<file path="config.mk">
export PLATFORM = sky130hd
export DESIGN_NAME = rpm_sequencer
export DESIGN_NICKNAME = d
export VERILOG_FILES = /design/src/hdl/rpm_pkg.sv /design/src/hdl/rpm_sequencer.sv /design/src/hdl/rpm_settle_timer.sv
export SDC_FILE = /design/constraint.sdc
export NUM_CORES = 1
export LEC_CHECK = 0
export BUFFER_PORTS_ARGS = -buffer_cell sky130_fd_sc_hd__clkbuf_2
export CAP_MARGIN = 40
export CORE_MARGIN = 4
export CORE_UTILIZATION = 40
export CTS_CLUSTER_DIAMETER = 200
export DETAILED_ROUTE_END_ITERATION = 12
export GPL_ROUTABILITY_DRIVEN = 0
export PLACE_DENSITY_LB_ADDON = 0.12
export SLEW_MARGIN = 15
export SYNTH_ARGS = -nofsm -noshare
export SYNTH_HDL_FRONTEND = slang
export SYNTH_SLANG_ARGS = --single-unit
</file>
<file path="constraint.sdc">
create_clock -name aclk -period 2.25 [get_ports aclk]
set_input_delay 0.1125 -clock aclk [delete_from_list [all_inputs] [get_ports aclk]]
set_output_delay 0.1125 -clock aclk [all_outputs]
set_load 0.03 [all_outputs]
</file>
<file path="src/hdl/rpm_pkg.sv">
/*
 * constants for the radio power-mode sequencer: register offsets, mode codes,
 * field positions, reset values and settling time.
 * assumes a 20 mhz aclk and an axi4-lite master with 32-bit data.
 */
package rpm_pkg;
    // register byte offsets
    localparam logic [7:0] OFS_MODE = 8'h00;
    localparam logic [7:0] OFS_STAT = 8'h04;
    localparam logic [7:0] OFS_IRQ_STAT = 8'h08;
    localparam logic [7:0] OFS_IRQ_MASK = 8'h0C;
    localparam logic [7:0] OFS_SCRATCH = 8'h10;
    // power mode codes
    localparam logic [3:0] MODE_CORE_OFF = 4'h0;
    localparam logic [3:0] MODE_TOTAL_OFF = 4'h1;
    localparam logic [3:0] MODE_OSC_ONLY = 4'h5;
    localparam logic [3:0] MODE_FIFO = 4'h6;
    localparam logic [3:0] MODE_SYNTH_RX = 4'h8;
    localparam logic [3:0] MODE_RX_ACTIVE = 4'h9;
    localparam logic [3:0] MODE_WOR = 4'hB;
    localparam logic [3:0] MODE_SYNTH_TX = 4'hC;
    localparam logic [3:0] MODE_TX_ACTIVE = 4'hD;
    // status bit positions (status and interrupt registers)
    localparam int BIT_REG_READY = 0;
    localparam int BIT_BROWNOUT = 1;
    localparam int BIT_XTAL_OK = 2;
    localparam int BIT_MODE_DONE = 3;
    localparam int STAT_W = 4;
    // reset values
    localparam logic [3:0] RST_MODE = 4'h0;
    localparam logic [31:0] RST_SCRATCH = 32'h0000_0000;
    // settling figures
    localparam int CLK_HZ = 20_000_000;
    localparam int XTAL_SETTLE_US = 3000;
    localparam int XTAL_SETTLE_CYC = (CLK_HZ / 1_000_000) * XTAL_SETTLE_US;
    localparam int REG_SETTLE_CYC = 16;
    // axi responses
    localparam logic [1:0] RESP_OKAY = 2'h0;
    localparam logic [1:0] RESP_SLVERR = 2'h2;
    // regulator states
    typedef enum logic [1:0] {
        REG_OFF = 2'b00,
        REG_RAMP = 2'b01,
        REG_ON = 2'b10
    } rpm_reg_t;
endpackage

</file>
<file path="src/hdl/rpm_sequencer.sv">
/*
 * radio power-mode sequencer with axi4-lite register slave and interrupt.
 * assumes an axi4-lite master on aclk, supply comparator inputs synchronous
 * to aclk, and a fifo whose empty flag is presented on fifo_empty.
 */
// Added by the designer: register access over AXI4-Lite and the register addresses.
module rpm_sequencer #(
    parameter int XTAL_CYC = rpm_pkg::XTAL_SETTLE_CYC,
    parameter int REG_CYC = rpm_pkg::REG_SETTLE_CYC
) (
    input wire logic aclk,
    input wire logic aresetn,
    input wire logic [7:0] s_axi_awaddr,
    input wire logic s_axi_awvalid,
    output logic s_axi_awready,
    input wire logic [31:0] s_axi_wdata,
    input wire logic [3:0] s_axi_wstrb,
    input wire logic s_axi_wvalid,
    output logic s_axi_wready,
    output logic [1:0] s_axi_bresp,
    output logic s_axi_bvalid,
    input wire logic s_axi_bready,
    input wire logic [7:0] s_axi_araddr,
    input wire logic s_axi_arvalid,
    output logic s_axi_arready,
    output logic [31:0] s_axi_rdata,
    output logic [1:0] s_axi_rresp,
    output logic s_axi_rvalid,
    input wire logic s_axi_rready,
    input wire logic supply_low,
    input wire logic fifo_empty,
    output logic core_supply_en,
    output logic all_supply_en,
    output logic xtal_en,
    output logic synth_en,
    output logic rx_en,
    output logic tx_en,
    output logic fifo_access_en,
    output logic fifo_flush,
    output logic reg_file_clear,
    output logic irq
);
    import rpm_pkg::*;

    logic [7:0] aw_addr; // latched write address
    logic aw_have; // write address held
    logic [31:0] w_data; // latched write data
    logic [3:0] w_strb; // latched strobes
    logic w_have; // write data held
    logic [3:0] radio_power_mode_reg; // requested mode
    logic [3:0] cur_mode; // mode in effect
    logic [31:0] scratch; // retained user word
    logic [STAT_W-1:0] irq_stat; // sticky events
    logic [STAT_W-1:0] irq_mask; // enables
    logic [STAT_W-1:0] events; // one-cycle event pulses
    rpm_reg_t reg_state; // regulator state
    logic regulator_ready_flag; // regulated supplies ready
    logic brownout_flag; // supply below threshold
    logic xtal_ok; // crystal settled
    logic reg_done; // regulator ramp over
    logic xtal_done; // crystal timer over
    logic mode_write; // mode register written
    logic wr_fire; // write executes
    logic need_xtal; // mode needs oscillator
    logic pend_empty; // waiting for empty fifo
    logic prev_ready; // edge detect
    logic prev_bo; // edge detect
    logic prev_xtal; // edge detect

    assign wr_fire = aw_have && w_have && !s_axi_bvalid;
    assign mode_write = wr_fire && aw_addr == OFS_MODE && w_strb[0];
    assign need_xtal = cur_mode != MODE_CORE_OFF && cur_mode != MODE_TOTAL_OFF && cur_mode != MODE_WOR;

    // write address and data taken independently, one of each held
    always_ff @(posedge aclk) begin
        if (!aresetn) begin
            aw_have <= 1'b0;
            w_have <= 1'b0;
            aw_addr <= 8'h00;
            w_data <= 32'h0000_0000;
            w_strb <= 4'h0;
        end else begin
            if (s_axi_awvalid && s_axi_awready) begin
                aw_have <= 1'b1;
                aw_addr <= s_axi_awaddr;
            end else if (wr_fire) begin
                aw_have <= 1'b0;
            end
            if (s_axi_wvalid && s_axi_wready) begin
                w_have <= 1'b1;
                w_data <= s_axi_wdata;
                w_strb <= s_axi_wstrb;
            end else if (wr_fire) begin
                w_have <= 1'b0;
            end
        end
    end

    // ready while nothing held
    always_ff @(posedge aclk) begin
        if (!aresetn) begin
            s_axi_awready <= 1'b0;
            s_axi_wready <= 1'b0;
        end else begin
            s_axi_awready <= !aw_have && !(s_axi_awvalid && s_axi_awready);
            s_axi_wready <= !w_have && !(s_axi_wvalid && s_axi_wready);
        end
    end

    // write response, error on unmapped or read-only offset
    always_ff @(posedge aclk) begin
        if (!aresetn) begin
            s_axi_bvalid <= 1'b0;
            s_axi_bresp <= RESP_OKAY;
        end else if (wr_fire) begin
            s_axi_bvalid <= 1'b1;
            case (aw_addr)
                OFS_MODE, OFS_IRQ_STAT, OFS_IRQ_MASK, OFS_SCRATCH: s_axi_bresp <= RESP_OKAY;
                default: s_axi_bresp <= RESP_SLVERR;
            endcase
        end else if (s_axi_bready) begin
            s_axi_bvalid <= 1'b0;
        end
    end

    // mode register, scratch and mask; total-off wipes retained contents
    always_ff @(posedge aclk) begin
        if (!aresetn || cur_mode == MODE_TOTAL_OFF) begin
            radio_power_mode_reg <= RST_MODE;
            scratch <= RST_SCRATCH;
            irq_mask <= '0;
        end else if (wr_fire) begin
            if (mode_write) begin
                radio_power_mode_reg <= w_data[3:0];
            end
            if (aw_addr == OFS_SCRATCH) begin
                for (int i = 0; i < 4; i++) begin
                    if (w_strb[i]) begin
                        scratch[8*i +: 8] <= w_data[8*i +: 8];
                    end
                end
            end
            if (aw_addr == OFS_IRQ_MASK && w_strb[0]) begin
                irq_mask <= w_data[STAT_W-1:0];
            end
        end
    end

    // mode takes effect; core-off and oscillator-only wait for empty fifo
    always_ff @(posedge aclk) begin
        if (!aresetn) begin
            cur_mode <= RST_MODE;
            pend_empty <= 1'b0;
        end else if (radio_power_mode_reg != cur_mode) begin
            if ((radio_power_mode_reg == MODE_CORE_OFF || radio_power_mode_reg == MODE_OSC_ONLY)
                && !fifo_empty) begin
                pend_empty <= 1'b1;
            end else begin
                cur_mode <= radio_power_mode_reg;
                pend_empty <= 1'b0;
            end
        end else begin
            pend_empty <= 1'b0;
        end
    end

    // regulator state follows the mode with no separate command
    always_ff @(posedge aclk) begin
        if (!aresetn) begin
            reg_state <= REG_OFF;
        end else begin
            case (reg_state)
                REG_OFF: if (need_xtal) reg_state <= REG_RAMP;
                REG_RAMP: if (!need_xtal) reg_state <= REG_OFF;
                    else if (reg_done) reg_state <= REG_ON;
                REG_ON: if (!need_xtal) reg_state <= REG_OFF;
                default: reg_state <= REG_OFF;
            endcase
        end
    end

    rpm_settle_timer #(.COUNT(REG_CYC)) u_reg_timer (
        .aclk(aclk),
        .aresetn(aresetn),
        .restart(1'b0),
        .run(reg_state == REG_RAMP),
        .done(reg_done)
    );

    rpm_settle_timer #(.COUNT(XTAL_CYC)) u_xtal_timer (
        .aclk(aclk),
        .aresetn(aresetn),
        .restart(1'b0),
        .run(need_xtal),
        .done(xtal_done)
    );

    // status flags
    always_ff @(posedge aclk) begin
        if (!aresetn) begin
            regulator_ready_flag <= 1'b0;
            brownout_flag <= 1'b0;
            xtal_ok <= 1'b0;
        end else begin
            regulator_ready_flag <= reg_state == REG_ON && !supply_low;
            brownout_flag <= supply_low;
            xtal_ok <= need_xtal && (xtal_ok || xtal_done);
        end
    end

    // supply and function enables per mode
    always_ff @(posedge aclk) begin
        if (!aresetn) begin
            core_supply_en <= 1'b0;
            all_supply_en <= 1'b1;
            xtal_en <= 1'b0;
            synth_en <= 1'b0;
            rx_en <= 1'b0;
            tx_en <= 1'b0;
            fifo_access_en <= 1'b0;
            fifo_flush <= 1'b0;
            reg_file_clear <= 1'b0;
        end else begin
            core_supply_en <= reg_state == REG_ON;
            all_supply_en <= cur_mode != MODE_TOTAL_OFF;
            reg_file_clear <= cur_mode == MODE_TOTAL_OFF;
            xtal_en <= need_xtal;
            synth_en <= reg_state == REG_ON && (cur_mode == MODE_SYNTH_RX || cur_mode == MODE_RX_ACTIVE
                || cur_mode == MODE_SYNTH_TX || cur_mode == MODE_TX_ACTIVE);
            rx_en <= reg_state == REG_ON && cur_mode == MODE_RX_ACTIVE;
            tx_en <= reg_state == REG_ON && cur_mode == MODE_TX_ACTIVE;
            fifo_access_en <= cur_mode != MODE_CORE_OFF && cur_mode != MODE_TOTAL_OFF
                && cur_mode != MODE_OSC_ONLY && cur_mode != MODE_WOR;
            fifo_flush <= cur_mode == MODE_CORE_OFF || cur_mode == MODE_TOTAL_OFF
                || cur_mode == MODE_OSC_ONLY;
        end
    end

    // rising edges of the flags become events
    always_ff @(posedge aclk) begin
        if (!aresetn) begin
            prev_ready <= 1'b0;
            prev_bo <= 1'b0;
            prev_xtal <= 1'b0;
        end else begin
            prev_ready <= regulator_ready_flag;
            prev_bo <= brownout_flag;
            prev_xtal <= xtal_ok;
        end
    end

    always_comb begin
        events = '0;
        events[BIT_REG_READY] = regulator_ready_flag && !prev_ready;
        events[BIT_BROWNOUT] = brownout_flag && !prev_bo;
        events[BIT_XTAL_OK] = xtal_ok && !prev_xtal;
        events[BIT_MODE_DONE] = mode_write;
    end

    // sticky status, write one to clear, a new event wins
    always_ff @(posedge aclk) begin
        if (!aresetn) begin
            irq_stat <= '0;
        end else if (wr_fire && aw_addr == OFS_IRQ_STAT && w_strb[0]) begin
            irq_stat <= (irq_stat & ~w_data[STAT_W-1:0]) | events;
        end else begin
            irq_stat <= irq_stat | events;
        end
    end

    always_ff @(posedge aclk) begin
        if (!aresetn) begin
            irq <= 1'b0;
        end else begin
            irq <= |(irq_stat & irq_mask);
        end
    end

    // read channel, one read at a time
    always_ff @(posedge aclk) begin
        if (!aresetn) begin
            s_axi_arready <= 1'b0;
            s_axi_rvalid <= 1'b0;
            s_axi_rdata <= 32'h0000_0000;
            s_axi_rresp <= RESP_OKAY;
        end else begin
            s_axi_arready <= !s_axi_rvalid && !(s_axi_arvalid && s_axi_arready);
            if (s_axi_arvalid && s_axi_arready) begin
                s_axi_rvalid <= 1'b1;
                s_axi_rresp <= RESP_OKAY;
                s_axi_rdata <= 32'h0000_0000;
                case (s_axi_araddr)
                    OFS_MODE: s_axi_rdata[3:0] <= radio_power_mode_reg;
                    OFS_STAT: begin
                        s_axi_rdata[BIT_REG_READY] <= regulator_ready_flag;
                        s_axi_rdata[BIT_BROWNOUT] <= brownout_flag;
                        s_axi_rdata[BIT_XTAL_OK] <= xtal_ok;
                        s_axi_rdata[BIT_MODE_DONE] <= !pend_empty && radio_power_mode_reg == cur_mode;
                        s_axi_rdata[11:8] <= cur_mode;
                    end
                    OFS_IRQ_STAT: s_axi_rdata[STAT_W-1:0] <= irq_stat;
                    OFS_IRQ_MASK: s_axi_rdata[STAT_W-1:0] <= irq_mask;
                    OFS_SCRATCH: s_axi_rdata <= scratch;
                    default: s_axi_rresp <= RESP_SLVERR;
                endcase
            end else if (s_axi_rready) begin
                s_axi_rvalid <= 1'b0;
            end
        end
    end
endmodule

</file>
<file path="src/hdl/rpm_settle_timer.sv">
/*
 * settle timer: counts a fixed number of cycles after a restart while run is high.
 * assumes run and restart are synchronous to aclk.
 */
module rpm_settle_timer #(
    parameter int COUNT = 16
) (
    input wire logic aclk,
    input wire logic aresetn,
    input wire logic restart,
    input wire logic run,
    output logic done
);
    localparam int W = $clog2(COUNT + 1);
    localparam logic [W-1:0] LAST = W'(COUNT);
    logic [W-1:0] cnt; // elapsed cycles

    // counter restarts on request, holds at its end, clears when idle
    always_ff @(posedge aclk) begin
        if (!aresetn || restart || !run) begin
            cnt <= '0;
            done <= 1'b0;
        end else if (cnt != LAST) begin
            cnt <= cnt + W'(1);
            done <= (cnt == LAST - W'(1));
        end
    end
endmodule

</file>
==> flow_summary.json, run 1 <==
{
  "rsz0062_at_grt": "no",
  "rows": 47,
  "vias": 5491,
  "die_h_um": 138,
  "nets": 938,
  "crit_required_ns": 2.55,
  "root_buffer": "clkbuf_16",
  "final_hold_viol_count": 0,
  "arrival_ns": 2.35,
  "cp_max_fo": 8,
  "synth_largest_area_cell": "dfxtp_1",
  "rrSetupSlack_ns": 0.20,
  "crit_path_end_kind": "flop",
  "reg2regPathDepth": 4,
  "max_freq_mhz": 488,
  "layout_common_cells": "175 x dfxtp_1, 109 x clkbuf_2, 104 x nand2_1",
  "hold_depth": 3,
  "core_region_area_um2": 16600,
  "grt_pass1_wl_mm": 27.8,
  "routed_wl_mm": 16.4,
  "yosysSeqAreaShare_pct": 51.7,
  "worst_slew_pin_slew_ns": 0.669,
  "min_from": "s_axi_araddr[2]",
  "antenna_cells": 0,
  "yosys_warnings": 0,
  "dieArea_um2": 19100,
  "grt_pass1_vias": 5553,
  "clk_pin_slew_worst_paths_ns": 0.06,
  "clk_path_buf_depth": 2,
  "synth_seq_cells": 175,
  "die_x_um": 138,
  "synth_area_um2": 6780,
  "p_leak_nw": 3.30,
  "holdPathEnd": "s_axi_rdata[2]$_SDFFE_PN0P_",
  "worstReg2RegStart": "aw_addr[7]$_SDFFE_PN0P_",
  "synth_cells": 719,
  "synth_top_area_share_pct": 51.7,
  "biggestRegsByFlops": "s_axi_rdata: 32 flops, scratch: 32 flops, w_data: 32 flops",
  "hpwlAfterDp_mm": 11.4,
  "floorplan.initialDensity_pct": 40.9,
  "synth-edff-count": 0,
  "drtIter0Drc": 227,
  "r2r-end": "scratch[7]$_SDFFE_PP0P_",
  "cp_top_family": "simple AND/OR/NAND/NOR gates",
  "slew_headroom_pct": 55.1,
  "crit_type": "reg -> reg",
  "critPathMaxStageDelay_ns": 0.77,
  "overflow": 0,
  "fin_tns_setup_ns": 0,
  "status": "finished, final reports clean",
  "grt_max_degree": 60,
  "cts-buffers-inserted": 17,
  "synthFlopType": "dfxtp_1",
  "portBuffers": 109,
  "cts_max_level": 4,
  "cp-start-kind": "flop",
  "hold_path_class": "in -> reg",
  "antenna_left": 0,
  "skew_ns": 0.00908,
  "via_per_inst": 4.97,
  "finalCritPeriodShare_pct": 91.1,
  "avgRoutedWirePerCell_um": 14.8,
  "grt_use_total_pct": 17.6,
  "cts_tree": "done",
  "drcViolationCount": 0,
  "numClockSinks": 175,
  "utilization_pct": 52.2,
  "period_needed_ns": 2.05,
  "power.density_nw_per_um2": 754,
  "slowest_stage": "or4_1",
  "synth.area.top_cells": "dfxtp_1 52%, mux2i_1 7.5%, nand2_1 5.8%",
  "area_growth_pct": 27.9,
  "irDropWorstVdd_mv": 0.537,
  "io-pin-count": 112,
  "setup_viol": 0,
  "crit_chain": "or4_4 > or4_1 > mux2i_1 > nor2_1",
  "async_flop_share_pct": 0,
  "cp.buffers_inverters": 0,
  "layout-drive-gt1-share_pct": 21.9,
  "report.final.slew_viol_count": 0,
  "maxCapViolations": 0,
  "final_common_cell": "dfxtp_1",
  "synth.avg_cell_area_um2": 9.42,
  "synth_cell_types": 58,
  "first_pass_iters": 4,
  "clk_latency_ns": 0.42,
  "antenna_found_initial": 0
}
## what timing repair did
item	CTS	global route
buffers inserted	0	0
hold endpoints to repair	48	0
endpoints found under the setup margin	0	0
gates resized for setup	0	0
hold buffers	47	0
## worst min-delay path, stage by stage
cell      delay, ns
clkbuf_2       0.18
nand4_1        0.12
a31oi_1        0.08
## routing by layer
metal	part of all wire, %	up-vias	GRT usage (%)
met2	48	100	28.8
met4	1.1	0	4.94
met5	0	-	0
li1	-	2787	-
met3	4.1	14	5.32
met1	47	2590	22.7
## report_power, final
group | switching [mW] | total, mW | internal, mW
clock | 1.18 | 2.90 | 1.72
combinational | 0.245 | 0.427 | 0.182
sequential | 0.0473 | 3.21 | 3.16
## synth_stat cells, types with 11 or more instances
master	instances
a22o_1	24
nor2_1	50
nor2_2	24
inv_1	17
nand4_1	11
o21ai_0	14
xnor2_1	14
clkbuf_1	33
dfxtp_1	175
nor2b_1	11
mux2i_1	51
nand2_1	104
a21oi_1	63
## logic make-up after synthesis
kind of cell,count (synthesis),synth area share (%)
other,1,0.0553
muxes,52,7.70
DFF,175,51.7
xor gates and xnor gates,19,2.46
AOI/OAI and AO/OA,128,11.5
adders and majority gates,5,0.923
buffers and inverters,60,3.58
and+or+nand+nor,279,22.0
## cell type report
type / instances / area [µm²]
Fill cell: 1532 / 7920
Sequential cell: 175 / 3500
Multi-Input combinational cell: 485 / 3060
Timing Repair Buffer: 174 / 1170
Clock buffer: 23 / 478
Tap cell: 220 / 275
Clock inverter: 9 / 109
Inverter: 19 / 71.3
## how the worst max path moves through the flow
| stage | startpoint | end | slack (ns) | cells after the start |
|---|---|---|---|---|
| 2_1_floorplan | aw_addr[7]$_SDFFE_PN0P_ | scratch[7]$_SDFFE_PP0P_ | 0.28 | 6 |
| 3_3_place_gp | aw_addr[7]$_SDFFE_PN0P_ | scratch[3]$_SDFFE_PP0P_ | 0.23 | 4 |
| 3_5_place_dp | aw_addr[7]$_SDFFE_PN0P_ | scratch[3]$_SDFFE_PP0P_ | 0.21 | 4 |
| 4_1_cts | aw_addr[7]$_SDFFE_PN0P_ | scratch[3]$_SDFFE_PP0P_ | 0.20 | 4 |
| 5_1_grt | aw_addr[7]$_SDFFE_PN0P_ | scratch[7]$_SDFFE_PP0P_ | 0.09 | 4 |
| 6_report | aw_addr[7]$_SDFFE_PN0P_ | scratch[7]$_SDFFE_PP0P_ | 0.20 | 4 |
## metrics by stage
| step | power, mW | worst slack, ns | hold WS [ns] | area, µm² | instances |
|---|---|---|---|---|---|
| floorplan | 3.49 | 0.281 | 0.185 | 6780 | 720 |
| global placement | 3.63 | 0.234 | 0.289 | 7590 | 1025 |
| detailed placement | 3.64 | 0.207 | 0.285 | 7610 | 1026 |
| CTS | 6.59 | 0.197 | 0.0926 | 8660 | 1105 |
| global route | 6.77 | 0.0861 | 0.116 | 8660 | 1105 |
| finish | 6.53 | 0.200 | 0.116 | 8660 | 1105 |
Power figures use the tool's default switching activity.
==> run 2, diff against run 1 <==
--- a/config.mk
+++ b/config.mk
@@ -12,6 +12,7 @@
 export CTS_CLUSTER_DIAMETER = 200
 export DETAILED_ROUTE_END_ITERATION = 12
 export GPL_ROUTABILITY_DRIVEN = 0
+export HOLD_SLACK_MARGIN = 0.15
 export PLACE_DENSITY_LB_ADDON = 0.12
 export SLEW_MARGIN = 15
 export SYNTH_ARGS = -nofsm -noshare
==> flow_summary.json, run 2 (synthesis results as in run 1) <==
{
  "n_fill_cell": 1529,
  "first_pass_iters": 4,
  "grt_pass1_vias": 5578,
  "final_common_cell": "dfxtp_1",
  "grt_use_met2_pct": 29.0,
  "worstReg2RegStart": "aw_addr[7]$_SDFFE_PN0P_",
  "status": "finished, final reports clean",
  "numClockSinks": 175,
  "avgRoutedWirePerCell_um": 14.9,
  "final-instance-count-excl-fill": 1109,
  "hpwlAfterDp_mm": 11.4,
  "irDropWorstVdd_mv": 0.539,
  "comb_power_share_pct": 6.6,
  "grt-busiest-layer": "met2",
  "layout_common_cells": "175 x dfxtp_1, 109 x clkbuf_2, 104 x nand2_1",
  "drtIter0Drc": 213,
  "floorplan.initialDensity_pct": 40.9,
  "cp_max_fo": 8,
  "cts_tree": "done",
  "dieArea_um2": 19100,
  "overflow": 0,
  "clk_pin_slew_worst_paths_ns": 0.06,
  "p_sw_mw": 1.47,
  "critPathMaxStageDelay_ns": 0.77,
  "period_needed_ns": 2.05,
  "grt_pass1_wl_mm": 27.9,
  "grt_use_total_pct": 17.7,
  "rrSetupSlack_ns": 0.20,
  "biggestRegsByFlops": "s_axi_rdata: 32 flops, scratch: 32 flops, w_data: 32 flops",
  "slowest_stage": "or4_1",
  "clk_path_buf_depth": 2,
  "antenna_left": 0,
  "finalCritPeriodShare_pct": 91.0,
  "area_growth_pct": 28.5,
  "place_inst": 1026,
  "maxCapViolations": 0,
  "crit_chain": "or4_4 > or4_1 > mux2i_1 > nor2_1",
  "rsz0062_at_grt": "no",
  "grtUsageMet1_pct": 22.7,
  "grt_use_met3_pct": 5.25,
  "drcViolationCount": 0,
  "die_x_um": 138,
  "holdPathEnd": "aw_have$_SDFFE_PN0P_",
  "crit_path_end_kind": "flop",
  "p_seq_share_pct": 49.0,
  "crit_required_ns": 2.55,
  "p_leak_nw": 3.32,
  "nets": 942,
  "antenna_cells": 0,
  "min_from": "s_axi_awvalid",
  "layout-drive-gt1-share_pct": 21.8,
  "crit_type": "reg -> reg",
  "cp_top_family": "simple AND/OR/NAND/NOR gates",
  "io-pin-count": 112,
  "core_region_area_um2": 16600,
  "hold_depth": 3,
  "portBuffers": 109,
  "r2r-end": "scratch[7]$_SDFFE_PP0P_",
  "clk_latency_ns": 0.42,
  "root_buffer": "clkbuf_16",
  "postCtsSetupBuffers": 0,
  "final_hold_viol_count": 0,
  "setup_viol": 0,
  "p_int_mw": 5.07,
  "pwr-share-clk_pct": 44.4,
  "worst_slew_pin_slew_ns": 0.669,
  "cp.buffers_inverters": 0,
  "power_mw": 6.54,
  "max_freq_mhz": 488,
  "via_per_inst": 4.98,
  "cts_max_level": 4,
  "vias": 5524,
  "slew_headroom_pct": 55.1,
  "arrival_ns": 2.35,
  "routed_wl_mm": 16.5,
  "switching_share_pct": 22.5,
  "antenna_found_initial": 0,
  "rows": 47,
  "grt_max_degree": 60,
  "fin_tns_setup_ns": 0,
  "reg2regPathDepth": 4,
  "cp-start-kind": "flop",
  "report.final.slew_viol_count": 0,
  "skew_ns": 0.00905,
  "die_h_um": 138,
  "hold_path_class": "in -> reg",
  "cts-buffers-inserted": 17,
  "power.density_nw_per_um2": 751
}
==> run 2: cell count changes in the layout (fill, tap and decap cells not counted), sizes merged <==
cell,previous run,this run
dlygate4sd3,47,51
==> run 2: final cells by class <==
class / count / area, µm² / area share [%]
sequential: 175 / 3500 / 40.3
inverter: 19 / 71.3 / 0.819
multi-input combinational: 485 / 3060 / 35.1
clock inverter: 9 / 109 / 1.25
clock buffer: 23 / 478 / 5.49
tap: 220 / 275 / 3.16
timing repair buffer: 178 / 1210 / 13.9
==> run 2: power groups by stage <==
stage | clock [mW] | combinational [mW] | sequential (mW)
2_1_floorplan | 0 | 0.198 | 3.29
3_3_place_gp | 0 | 0.356 | 3.27
3_5_place_dp | 0 | 0.366 | 3.28
4_1_cts | 2.95 | 0.436 | 3.21
5_1_grt | 3.09 | 0.476 | 3.21
6_report | 2.90 | 0.431 | 3.21
==> run 2: per-stage QoR <==
step	cell area [µm²]	util, %	hold slack, ns	setup WS [ns]
final	8700	52.5	0.161	0.203
after detailed placement	7610	45.9	0.285	0.207
after global placement	7590	45.8	0.289	0.234
after floorplan	6780	-	0.185	0.281
after global routing	8700	52.5	0.189	0.0861
after CTS	8700	52.5	0.153	0.197
==> run 2: timing repair <==
item                       in CTS  in global routing
hold endpoints to repair       52                  0
gates resized for setup         0                  0
setup endpoints to repair       0                  0
hold buffers                   51                  0
==> run 2: how the worst max path moves through the flow <==
stage	from	to	slack [ns]	cells after the start
6_report	aw_addr[7]$_SDFFE_PN0P_	scratch[7]$_SDFFE_PP0P_	0.20	4
5_1_grt	aw_addr[7]$_SDFFE_PN0P_	scratch[7]$_SDFFE_PP0P_	0.09	4
4_1_cts	aw_addr[7]$_SDFFE_PN0P_	scratch[3]$_SDFFE_PP0P_	0.20	4
3_5_place_dp	aw_addr[7]$_SDFFE_PN0P_	scratch[3]$_SDFFE_PP0P_	0.21	4
3_3_place_gp	aw_addr[7]$_SDFFE_PN0P_	scratch[3]$_SDFFE_PP0P_	0.23	4
2_1_floorplan	aw_addr[7]$_SDFFE_PN0P_	scratch[7]$_SDFFE_PP0P_	0.28	6
==> run 2: worst min-delay path, cell delays in order <==
cell and delay, ns:
clkbuf_2 0.09, nand2_1 0.22, a21oi_1 0.11
==> run 2: metal layers <==
layer	vias up	part of all wire [%]
li1	2792	-
met1	2600	47
met2	112	47
met3	20	4.2
met4	0	1.2
met5	-	0
